## config.mk

```make
export PLATFORM = sky130hd
export DESIGN_NAME = port_pin_function_and_direction_select
export DESIGN_NICKNAME = d
export VERILOG_FILES = /design/src/hdl/pin_mux_pkg.sv /design/src/hdl/port_pin_function_and_direction_select.sv /design/src/hdl/pin_route_cell.sv /design/src/hdl/apb_reg_port.sv
export VERILOG_INCLUDE_DIRS = /design/src /design/src/hdl
export SDC_FILE = /design/constraint.sdc
export NUM_CORES = 1
export LEC_CHECK = 0
export BUFFER_PORTS_ARGS = -buffer_cell sky130_fd_sc_hd__buf_2
export CAP_MARGIN = 25
export CELL_PAD_IN_SITES_DETAIL_PLACEMENT = 0
export CELL_PAD_IN_SITES_GLOBAL_PLACEMENT = 1
export CORE_MARGIN = 4
export CORE_UTILIZATION = 31
export CTS_BUF_LIST = sky130_fd_sc_hd__clkbuf_8
export CTS_CLUSTER_DIAMETER = 80
export DETAILED_ROUTE_END_ITERATION = 7
export PLACE_DENSITY_LB_ADDON = 0.1
export SYNTH_ARGS = -nofsm -noshare
export SYNTH_HDL_FRONTEND = slang
export SYNTH_SLANG_ARGS = --single-unit
```

## constraint.sdc

```tcl
create_clock -name pclk -period 2.25 [get_ports pclk]
set_input_delay 0.225 -clock pclk [delete_from_list [all_inputs] [get_ports pclk]]
set_output_delay 0.225 -clock pclk [all_outputs]
set_load 0.005 [all_outputs]
```

## src/hdl/pin_mux_cfg.svh

```systemverilog
// Register map, field positions and reset values of the pin mux
`ifndef PIN_MUX_CFG_SVH
`define PIN_MUX_CFG_SVH
// Byte offsets on the register bus
`define OFS_PA_SEL1 12'h000
`define OFS_PA_SEL2 12'h004
`define OFS_PB_DIR 12'h008
`define OFS_ROUTE_STAT 12'h00c
// Power-on reset values
`define RST_PA_SEL1 16'h0000
`define RST_PA_SEL2 16'h0000
`define RST_PB_DIR 16'h0000
// Writable bits; all others read as zero
`define MASK_PA_SEL1 16'h005f
`define MASK_PA_SEL2 16'hfd75
`define MASK_PB_DIR 16'h03ff
// Field positions, first select register
`define POS_P11 6
`define POS_P10 4
`define POS_P9 2
`define POS_P8 0
// Field positions, second select register
`define POS_P7 14
`define POS_P6 12
`define POS_P5 10
`define POS_P4 8
`define POS_P3 6
`define POS_P2 4
`define POS_P1 2
`define POS_P0 0
// Two-bit field codes
`define CODE_GPIO 2'b00
`define CODE_F1 2'b01
`define CODE_F2 2'b10
`define CODE_F3 2'b11
`endif

```

## src/hdl/pin_mux_pkg.sv

```systemverilog
// Types shared by the pin mux modules
package pin_mux_pkg;
  // What currently owns a pin
  typedef enum logic [1:0] {
    kind_gpio = 2'b00,  // Port register drives or listens
    kind_out = 2'b01,   // Peripheral output, always driven
    kind_in = 2'b10,    // Peripheral input, driver off
    kind_bidir = 2'b11  // Peripheral decides direction
  } pin_kind_e;
  // One register word
  typedef logic [15:0] reg16_t;
endpackage : pin_mux_pkg

```

## src/hdl/port_pin_function_and_direction_select.sv

```systemverilog
// Port A low pin function mux and port B direction register
// Functional notes
// [RULE1] Pin 11: GPIO or chip select 1
// [RULE2] Pin 10: GPIO or chip select 0
// [RULE3] Single-chip mode keeps bus functions as GPIO
// [RULE4] Pin 9: GPIO, timer D, interrupt 3
// [RULE5] Pin 8: GPIO, timer C, interrupt 2
// [RULE6] Pin 7: GPIO, timer B, chip select 3
// [RULE7] Pin 6: GPIO, timer A, chip select 2
// [RULE8] Pin 5: GPIO, serial1 clock, DMA1, interrupt 1
// [RULE9] Pin 4: GPIO or serial1 transmit
// [RULE10] Pin 3: GPIO or serial1 receive
// [RULE11] Pin 2: GPIO, serial0 clock, DMA0, interrupt 0
// [RULE12] Pin 1: GPIO or serial0 transmit
// [RULE13] Pin 0: GPIO or serial0 receive
// [RULE14] Reserved bits read zero; avoid code 11
// [RULE15] Port B direction: bits 9:0 writable
// [RULE16] GPIO port B pin drives when bit set
// [RULE17] Direction ignored for non-GPIO port B pins
// [RULE18] Direction clears only on power-on reset
// [RULE19] Second select clears only on power-on reset
// [RULE20] Operating mode overrides select fields
// [RULE21] Input functions disable driver, forward level
`timescale 1ns/100ps
`include "pin_mux_cfg.svh"
module port_pin_function_and_direction_select
  import pin_mux_pkg::*;
#(
  parameter int NPA = 12,  // Port A low pins handled here
  parameter int NPB = 10   // Port B pins
) (
  input wire logic pclk,
  input wire logic presetn,
  input wire logic [11:0] paddr,
  input wire logic psel,
  input wire logic penable,
  input wire logic pwrite,
  input wire logic [31:0] pwdata,
  input wire logic [3:0] pstrb,
  output logic [31:0] prdata,
  output logic pready,
  output logic pslverr,
  input wire logic single_chip,
  input wire logic rom_disabled,
  input wire logic [NPA-1:0] pa_gpio_out,
  input wire logic [NPA-1:0] pa_gpio_dir,
  input wire logic [NPA-1:0] pa_pin_in,
  output logic [NPA-1:0] pa_pin_out,
  output logic [NPA-1:0] pa_pin_oe_n,
  input wire logic [3:0] chip_select_n,
  input wire logic serial0_transmit,
  input wire logic serial1_transmit,
  input wire logic serial0_clock_out,
  input wire logic serial0_clock_drive,
  input wire logic serial1_clock_out,
  input wire logic serial1_clock_drive,
  output logic serial0_clock,
  output logic serial1_clock,
  output logic serial0_receive,
  output logic serial1_receive,
  output logic [3:0] timer_clock_in,
  output logic [3:0] ext_interrupt,
  output logic [1:0] dma_request,
  input wire logic [NPB-1:0] pb_gpio_mode,
  input wire logic [NPB-1:0] pb_gpio_out,
  input wire logic [NPB-1:0] pb_func_out,
  input wire logic [NPB-1:0] pb_func_drive,
  output logic [NPB-1:0] pb_pin_out,
  output logic [NPB-1:0] pb_pin_oe_n
);
  // All register state of the block
  typedef struct packed {
    reg16_t pa1;  // First low port A select
    reg16_t pa2;  // Second low port A select
    reg16_t pb_dir;  // Port B direction
  } regs_s;
  regs_s r;
  regs_s next_r;
  logic [3:0] reg_wr;  // Write strobes per register
  logic [15:0] wr_data;  // Write data, low half
  logic [15:0] wr_mask;  // Byte-lane mask
  logic [3:0][15:0] rd_words;  // Read-back words
  pin_kind_e pa_kind [NPA];  // Owner of each port A pin
  pin_kind_e pb_kind [NPB];  // Owner of each port B pin
  logic [NPA-1:0] fn_out;  // Peripheral output per pin
  logic [NPA-1:0] fn_drive;  // Peripheral drive per pin
  logic [NPA-1:0] routed;  // Pin not on GPIO
  logic bus_ok;  // External bus functions allowed
  logic rom_force;  // Chip selects 0 and 1 forced on
  logic sel11;  // Pin 11 field
  logic sel10;  // Pin 10 field
  logic [1:0] sel9;  // Pin 9 field
  logic [1:0] sel8;  // Pin 8 field
  logic [1:0] sel7;  // Pin 7 field
  logic [1:0] sel6;  // Pin 6 field
  logic [1:0] sel5;  // Pin 5 field
  logic sel4;  // Pin 4 field
  logic sel3;  // Pin 3 field
  logic [1:0] sel2;  // Pin 2 field
  logic sel1;  // Pin 1 field
  logic sel0;  // Pin 0 field

  // Bus slave front end
  apb_reg_port #(
    .NREG(4)
  ) u_apb (
    .pclk(pclk),
    .presetn(presetn),
    .paddr(paddr),
    .psel(psel),
    .penable(penable),
    .pwrite(pwrite),
    .pwdata(pwdata),
    .pstrb(pstrb),
    .prdata(prdata),
    .pready(pready),
    .pslverr(pslverr),
    .reg_wr(reg_wr),
    .wr_data(wr_data),
    .wr_mask(wr_mask),
    .rd_words(rd_words)
  );

  // Read-back; status word shows routing and mode pins
  assign rd_words[0] = r.pa1;
  assign rd_words[1] = r.pa2;
  assign rd_words[2] = r.pb_dir;
  assign rd_words[3] = {2'b00, rom_disabled, single_chip, routed};

  // Masked writes keep reserved bits at zero [RULE14] [RULE15]
  always_comb begin
    logic [15:0] m;
    m = '0;
    next_r = r;
    if (reg_wr[0]) begin
      m = wr_mask & `MASK_PA_SEL1;
      next_r.pa1 = (r.pa1 & ~m) | (wr_data & m);
    end
    if (reg_wr[1]) begin
      m = wr_mask & `MASK_PA_SEL2;
      next_r.pa2 = (r.pa2 & ~m) | (wr_data & m);
    end
    if (reg_wr[2]) begin
      m = wr_mask & `MASK_PB_DIR;
      next_r.pb_dir = (r.pb_dir & ~m) | (wr_data & m);
    end
  end

  // Only the power-on reset clears these; other resets never reach
  // this block, so settings survive them [RULE18] [RULE19]
  always_ff @(posedge pclk or negedge presetn) begin
    if (!presetn) begin
      r.pa1 <= `RST_PA_SEL1;
      r.pa2 <= `RST_PA_SEL2;
      r.pb_dir <= `RST_PB_DIR;
    end else begin
      r <= next_r;
    end
  end

  // Field extraction
  assign sel11 = r.pa1[`POS_P11];
  assign sel10 = r.pa1[`POS_P10];
  assign sel9 = r.pa1[`POS_P9+:2];
  assign sel8 = r.pa1[`POS_P8+:2];
  assign sel7 = r.pa2[`POS_P7+:2];
  assign sel6 = r.pa2[`POS_P6+:2];
  assign sel5 = r.pa2[`POS_P5+:2];
  assign sel4 = r.pa2[`POS_P4];
  assign sel3 = r.pa2[`POS_P3];
  assign sel2 = r.pa2[`POS_P2+:2];
  assign sel1 = r.pa2[`POS_P1];
  assign sel0 = r.pa2[`POS_P0];

  // Mode beats fields; single chip wins over ROM-disabled [RULE20]
  assign bus_ok = ~single_chip;  // [RULE3]
  assign rom_force = bus_ok & rom_disabled;

  // Owner of each port A pin; reserved codes fall back to GPIO
  always_comb begin
    for (int i = 0; i < NPA; i++) begin
      pa_kind[i] = kind_gpio;
    end
    // Chip selects forced in ROM-disabled mode [RULE1] [RULE2] [RULE3]
    if (rom_force | (bus_ok & sel11)) begin
      pa_kind[11] = kind_out;
    end
    if (rom_force | (bus_ok & sel10)) begin
      pa_kind[10] = kind_out;
    end
    // Timer or interrupt inputs [RULE4] [RULE5]
    if ((sel9 == `CODE_F1) | (sel9 == `CODE_F2)) begin
      pa_kind[9] = kind_in;
    end
    if ((sel8 == `CODE_F1) | (sel8 == `CODE_F2)) begin
      pa_kind[8] = kind_in;
    end
    // Timer input or chip select [RULE6] [RULE7] [RULE3]
    case (sel7)
      `CODE_F1: pa_kind[7] = kind_in;
      `CODE_F2: pa_kind[7] = bus_ok ? kind_out : kind_gpio;
      default: pa_kind[7] = kind_gpio;
    endcase
    case (sel6)
      `CODE_F1: pa_kind[6] = kind_in;
      `CODE_F2: pa_kind[6] = bus_ok ? kind_out : kind_gpio;
      default: pa_kind[6] = kind_gpio;
    endcase
    // Serial clock, DMA request, interrupt [RULE8] [RULE11] [RULE3]
    case (sel5)
      `CODE_F1: pa_kind[5] = kind_bidir;
      `CODE_F2: pa_kind[5] = bus_ok ? kind_in : kind_gpio;
      `CODE_F3: pa_kind[5] = kind_in;
      default: pa_kind[5] = kind_gpio;
    endcase
    case (sel2)
      `CODE_F1: pa_kind[2] = kind_bidir;
      `CODE_F2: pa_kind[2] = bus_ok ? kind_in : kind_gpio;
      `CODE_F3: pa_kind[2] = kind_in;
      default: pa_kind[2] = kind_gpio;
    endcase
    // Serial data pins [RULE9] [RULE10] [RULE12] [RULE13]
    if (sel4) begin
      pa_kind[4] = kind_out;
    end
    if (sel3) begin
      pa_kind[3] = kind_in;
    end
    if (sel1) begin
      pa_kind[1] = kind_out;
    end
    if (sel0) begin
      pa_kind[0] = kind_in;
    end
  end

  // Peripheral output values and drive enables per pin
  always_comb begin
    fn_out = '0;
    fn_drive = '1;
    fn_out[11] = chip_select_n[1];
    fn_out[10] = chip_select_n[0];
    fn_out[7] = chip_select_n[3];
    fn_out[6] = chip_select_n[2];
    fn_out[5] = serial1_clock_out;
    fn_drive[5] = serial1_clock_drive;
    fn_out[4] = serial1_transmit;
    fn_out[2] = serial0_clock_out;
    fn_drive[2] = serial0_clock_drive;
    fn_out[1] = serial0_transmit;
  end

  // One mux cell per port A pin
  for (genvar i = 0; i < NPA; i++) begin : g_pa
    assign routed[i] = (pa_kind[i] != kind_gpio);
    pin_route_cell u_cell (
      .kind(pa_kind[i]),
      .gpio_out(pa_gpio_out[i]),
      .gpio_dir(pa_gpio_dir[i]),
      .fn_out(fn_out[i]),
      .fn_drive(fn_drive[i]),
      .pin_out(pa_pin_out[i]),
      .pin_oe_n(pa_pin_oe_n[i])
    );
  end

  // Forward pin levels; unselected inputs idle high [RULE21]
  assign timer_clock_in[3] = (sel9 == `CODE_F1) ? pa_pin_in[9] : 1'b1;
  assign ext_interrupt[3] = (sel9 == `CODE_F2) ? pa_pin_in[9] : 1'b1;
  assign timer_clock_in[2] = (sel8 == `CODE_F1) ? pa_pin_in[8] : 1'b1;
  assign ext_interrupt[2] = (sel8 == `CODE_F2) ? pa_pin_in[8] : 1'b1;
  assign timer_clock_in[1] = (sel7 == `CODE_F1) ? pa_pin_in[7] : 1'b1;
  assign timer_clock_in[0] = (sel6 == `CODE_F1) ? pa_pin_in[6] : 1'b1;
  assign serial1_clock = (sel5 == `CODE_F1) ? pa_pin_in[5] : 1'b1;
  assign dma_request[1] = (bus_ok & (sel5 == `CODE_F2)) ? pa_pin_in[5] : 1'b1;
  assign ext_interrupt[1] = (sel5 == `CODE_F3) ? pa_pin_in[5] : 1'b1;
  assign serial1_receive = sel3 ? pa_pin_in[3] : 1'b1;
  assign serial0_clock = (sel2 == `CODE_F1) ? pa_pin_in[2] : 1'b1;
  assign dma_request[0] = (bus_ok & (sel2 == `CODE_F2)) ? pa_pin_in[2] : 1'b1;
  assign ext_interrupt[0] = (sel2 == `CODE_F3) ? pa_pin_in[2] : 1'b1;
  assign serial0_receive = sel0 ? pa_pin_in[0] : 1'b1;

  // Port B: direction counts only on GPIO pins [RULE16] [RULE17]
  for (genvar j = 0; j < NPB; j++) begin : g_pb
    assign pb_kind[j] = pb_gpio_mode[j] ? kind_gpio : kind_bidir;
    pin_route_cell u_cell (
      .kind(pb_kind[j]),
      .gpio_out(pb_gpio_out[j]),
      .gpio_dir(r.pb_dir[j]),
      .fn_out(pb_func_out[j]),
      .fn_drive(pb_func_drive[j]),
      .pin_out(pb_pin_out[j]),
      .pin_oe_n(pb_pin_oe_n[j])
    );
  end
endmodule : port_pin_function_and_direction_select

```

## src/hdl/pin_route_cell.sv

```systemverilog
// Output and enable selection for one shared pin
`timescale 1ns/100ps
module pin_route_cell
  import pin_mux_pkg::*;
(
  input wire pin_kind_e kind,
  input wire logic gpio_out,
  input wire logic gpio_dir,
  input wire logic fn_out,
  input wire logic fn_drive,
  output logic pin_out,
  output logic pin_oe_n
);
  // Pure mux, no state: a pin follows its owner at once
  always_comb begin
    case (kind)
      // Direction bit only counts here
      kind_gpio: begin
        pin_out = gpio_out;
        pin_oe_n = ~gpio_dir;
      end
      kind_out: begin
        pin_out = fn_out;
        pin_oe_n = 1'b0;
      end
      // Input function keeps driver off
      kind_in: begin
        pin_out = 1'b0;
        pin_oe_n = 1'b1;
      end
      kind_bidir: begin
        pin_out = fn_out;
        pin_oe_n = ~fn_drive;
      end
      default: begin
        pin_out = gpio_out;
        pin_oe_n = ~gpio_dir;
      end
    endcase
  end
endmodule : pin_route_cell

```

## src/hdl/apb_reg_port.sv

```systemverilog
// APB slave front end: decode, write strobes, registered read data
`timescale 1ns/100ps
`include "pin_mux_cfg.svh"
module apb_reg_port
  import pin_mux_pkg::*;
#(
  parameter int NREG = 4
) (
  input wire logic pclk,
  input wire logic presetn,
  input wire logic [11:0] paddr,
  input wire logic psel,
  input wire logic penable,
  input wire logic pwrite,
  input wire logic [31:0] pwdata,
  input wire logic [3:0] pstrb,
  output logic [31:0] prdata,
  output logic pready,
  output logic pslverr,
  output logic [NREG-1:0] reg_wr,
  output logic [15:0] wr_data,
  output logic [15:0] wr_mask,
  input wire logic [NREG-1:0][15:0] rd_words
);
  // Register state
  typedef struct packed {
    logic [31:0] rdata;  // Read data, loaded in setup
  } port_s;
  port_s r;
  port_s next_r;
  logic [NREG-1:0] hit;  // One-hot address decode
  logic [15:0] rd_mux;  // Selected read word
  logic access;  // Access phase of a transfer

  // Decode against the fixed map
  always_comb begin
    hit = '0;
    hit[0] = (paddr == `OFS_PA_SEL1);
    hit[1] = (paddr == `OFS_PA_SEL2);
    hit[2] = (paddr == `OFS_PB_DIR);
    hit[3] = (paddr == `OFS_ROUTE_STAT);
    rd_mux = '0;
    for (int i = 0; i < NREG; i++) begin
      if (hit[i]) begin
        rd_mux = rd_mux | rd_words[i];
      end
    end
  end

  // Zero wait states; unmapped addresses answer with an error
  assign access = psel & penable;
  assign pready = 1'b1;
  assign pslverr = access & ~(|hit);
  assign reg_wr = (access & pwrite) ? hit : '0;
  assign wr_data = pwdata[15:0];
  assign wr_mask = {{8{pstrb[1]}}, {8{pstrb[0]}}};
  assign prdata = r.rdata;

  // Read data captured in setup so it comes from a flip-flop
  always_comb begin
    next_r = r;
    if (psel & ~penable) begin
      next_r.rdata = pwrite ? 32'h0000_0000 : {16'h0000, rd_mux};
    end
  end

  // State register
  always_ff @(posedge pclk or negedge presetn) begin
    if (!presetn) begin
      r <= '0;
    end else begin
      r <= next_r;
    end
  end
endmodule : apb_reg_port

```

* After elaboration in Yosys (flattened, before gate mapping)
Cells that the tools add are included.
** Storage, ports and cells
- Bits in registers :: 80
- Latch bits :: 0
- Bits in writable memories :: 0
- Memory bits (read-only) :: 0
- Input bits :: 141
- Output and inout bits :: 92
- Word-level logic and storage cells :: 302
- Memories :: 0
** Operators by class
- Add/sub/neg operators :: 0
- Multiply operators :: 0
- Div/mod/pow operators :: 0
- $lt $le $gt $ge :: 0
- Equality and inequality tests :: 83
- Shift operators :: 0
- Multiplexer cells :: 88
- Bitwise operators :: 65
- Reduce and logical (&&, ||, !) cells :: 62
** Operators by type and width (number)
- == test 2 bit, second input constant :: 44
- case mux 1 bit (3 select lines) :: 28
- two-way mux 16 bit :: 5
- bitwise OR 16 bit :: 5
- bitwise AND 16 bit :: 4
- == test 2 x 1 -> 1 bit, second input constant :: 24
- case mux 1 bit (4 select lines) :: 12
- logical NOT 2 bit :: 22
- OR reduction 2 bit :: 22
- inverter 1 bit :: 37
- two-way mux 2 bit :: 15
- == test 12 x 4 -> 1 bit, second input constant :: 2
- nonzero test 2 bit :: 12
- two-way mux 1 bit :: 19
- bitwise AND 16 x 10 -> 16 bit :: 1
- bitwise AND 16 x 7 -> 16 bit :: 1
- == test 1 x 2 -> 1 bit, second input constant :: 8
- inverter 10 -> 16 bit :: 1
- inverter 16 bit :: 1
- inverter 7 -> 16 bit :: 1
- bitwise OR 16 x 14 -> 16 bit :: 1
- == test 12 x 3 -> 1 bit, second input constant :: 1
- logical NOT 12 bit :: 1
- case mux 2 bit (3 select lines) :: 2
- 8 further kinds :: 29

* Depth between registers and ports, before layout
- Depth after elaboration :: 9
- Depth in mapped cells :: 6
- Depth with buffers taken out :: 5

* Modules after synthesis
A second synthesis with hierarchy kept.
** Unflattened totals
- Cell total of the unflattened synthesis :: 423
- Area total of the unflattened synthesis :: 3688.5 sq um
** By module, submodules not included
- apb_reg_port :: instances 1, cells each 171, area an instance 1544.0 sq um, sequential area each 400.4 sq um
- port_pin_function_and_direction_select :: instances 1, cells each 142, area an instance 1483.9 sq um, sequential area each 700.7 sq um
- pin_route_cell :: instances 22, cells each 5, area an instance 30.0 sq um, sequential area each 0.0 sq um

* Least setup slack after synthesis
OpenSTA, ideal clock, no wires.
- Path type :: input -> register
- Start :: input port paddr[7]
- End :: register (tool-made name)
- Arrival :: 1.317 ns
- Data required time :: 2.122 ns
- Path slack :: 0.806 ns
- Cell stages on the path :: 5
- Buffers on the path :: 1
- Cell sequence :: nor4_2 -> and3_1 -> buf_4 -> nand3_4 -> mux2_1
** RTL lines
- from (decl) :: RTL line port_pin_function_and_direction_select.sv:34 : input wire logic [11:0] paddr,

==> metrics <==
sequential area share after synthesis=35.1%; Slew headroom=49.9%; outcome=finished clean; Residual DRC=0; Core Area=0.00982 mm2; post-DP HPWL=7.44 mm; Compound-Gate Fraction of Synth Area=7.53%; max-cap violations=0; most used cell, CP=nor2_1; worst slew pin tran=0.751 ns; WS Path Type=register to output port; Async SR Flop Fraction=100%; antenna cells=0; R2R setup slack=0.70 ns; Pre-antenna DRT Iters=4; Seq cells post-synth=44; Post CTS Setup Buffer Count=0; port bufs=193; largest family of logic cells by synthesized area=multiplexers; PD cells=401 mW/mm2; Worst Path Required=2.03 ns; IO Pins=233; RePlAce Congestion=0.753; cells along the critical path=nor2_1, nor2_1, mux2_2, buf_2; syn avg cell area=9.87 um2; vias per inst=4.48; final count of hold timing violations=0; fin crit period=1.67 ns; total gr overflow=0; Synth cell types=39; cell family with most CP delay=flip-flops; largest net degree at the start of global routing=27; Clock transition at path regs=0.09 ns; maximum vdd drop=0.228 mV; starting density of the core=32.0%; CTS tree=yes; width of the chip=109 um; Simple-Gate Fraction of Synth Area=15.2%; Num Clock Sinks=44; synthesized area=0.00314 mm2; setup violators final=0; Synth top area share=35.1%; GRT Total Usage=14.5%; WP data arrival=1.45 ns; CP peak stage delay=0.40 ns; Worst Clk Skew=0.00797 ns; nets=615; Die Ht=109 um; Tcrit/Tclk final=74.4%; post-synth top area cell=dfrtp_1; Synth Instances=318; leakage power=0.00212 uW; startpoint types=register; Final Util=40.5%; Iter 0 DRT Violations=60; crit path buf inv count=1; top cells by count, synth=62 x buf_4, 44 x dfrtp_1, 35 x mux2_2, 23 x nor2_1; clock latency on the worst-skew pair=0.29 ns; first-pass GRT wire length=13.2 mm; setup TNS=0 ns; EDFF count, synth=0; worst hold path type=input port to register; Ys Warns=0; dominant cells by area after synthesis=dfrtp_1 35%, buf_4 15%, mux2_2 13%; Wirelength per Cell=14.8 um; crit path max-delay cell type=dfrtp_1; count leader, synth=buf_4; crit end category=output port; clock root buffer=clkbuf_8; die area=0.0118 mm2; mux cell area share after synthesis=23.2%; Rows=36; initial antenna violation count=0; hold slack=0.139 ns; Max Slew Vio Count=0; total clock buffers created by CTS=5; Routed Wire Length=8.94 mm; Synth Area in Adders=1.59%; vias in the first global route=2618; Antenna Violating Nets Remaining=0; Max clock buf depth=2; f_max=598 MHz; layout cell share with drive strength beyond 1=52.9%; H-tree depth=2; RSZ-0062 raised after global routing=false; Via Count=2705; Post-synth top flop=dfrtp_1; XOR/XNOR Fraction of Synth Area=0%; Worst Path Max Fanout=3; area growth from synthesis to layout=26.6%
[through the flow]
| step | worst slack [ns] | cell area [um2] | power [uW] | std cells |
|---|---|---|---|---|
| after floorplan | 0.806 | 3200 | 994 | 333 |
| after global placement | 0.336 | 3870 | 1090 | 595 |
| after detailed placement | 0.328 | 3870 | 1100 | 595 |
| after CTS | 0.550 | 3980 | 1620 | 604 |
| after global routing | 0.463 | 3980 | 1680 | 604 |
| final | 0.577 | 3980 | 1590 | 604 |
[layout by cell type (no fill, tap or decap), drive strengths merged, types with 2 or more instances in the layout]
cell type / n
mux2i: 21
nor2b: 6
a32o: 5
o22ai: 2
mux4: 2
nand3b: 3
or3: 4
clkinv: 2
nor4: 3
nand4: 3
clkbuf: 6
and2: 2
a22o: 4
nand3: 2
buf: 199
and4b: 2
o21ai: 10
nor2: 23
conb: 17
o31ai: 2
mux2: 42
ha: 4
a31oi: 3
inv: 10
nand2: 22
a21oi: 6
nand2b: 14
dfrtp: 44
[cell families (layout without fill, tap and decap cells)]
| family | after synthesis | after routing |
|---|---|---|
| simple gates | 88 | 88 |
| buf+inv | 80 | 218 |
| mux | 65 | 65 |
| flops | 44 | 44 |
| compound gates | 35 | 35 |
| fa+ha+maj | 4 | 4 |
| other cells | 2 | 17 |
[worst paths after layout]
check                           cells after the start                           to                   startpoint
worst max register to register                      4  u_apb.prdata[6]$_DFFE_PN0P_                     register
min in group asynchronous                           2                    async pin                      presetn
worst min-delay path                                2                     register                   pwdata[11]
worst min register to register                      2  u_apb.prdata[7]$_DFFE_PN0P_  u_apb.prdata[7]$_DFFE_PN0P_
worst max-delay path                                4               pa_pin_out[10]                     register
max in group asynchronous                           3                    async pin                      presetn
[per-layer routing]
metal  routed length, um  GRT usage (%)  vias to the layer above
met4                  61           2.71                        0
met5                   0              0                        -
li1                    -              -                     1338
met1                3710           18.2                     1243
met2                4440           25.2                      119
met3                 737           3.97                        5
[worst reg2reg max path: cells and delay by family (launching register included)]
family,cells,cell delay (ns)
AOI/OAI and AO/OA,1,0.27
muxes,2,0.58
DFF,1,0.45
and+or+nand+nor,1,0.14
[power breakdown]
part           total (uW)  internal (uW)  switching [uW]
Sequential            791            790           0.425
Clock                 513            245             268
Combinational         289            157             131
[area by class of cell]
class                           count  area (um2)
Clock buffer                        6        82.6
Clock inverter                      2        10.0
Fill cell                        1044        5840
Inverter                           10        37.5
Multi-Input combinational cell    209        1560
Sequential cell                    44        1100
Tap cell                          133         166
Timing Repair Buffer              200        1020
[timing repair]
item | CTS | global route
endpoints found under the hold margin | 25 | 0
hold buffers | 1 | 0
gates resized for setup | 0 | 0
Power figures use the tool's default switching activity.
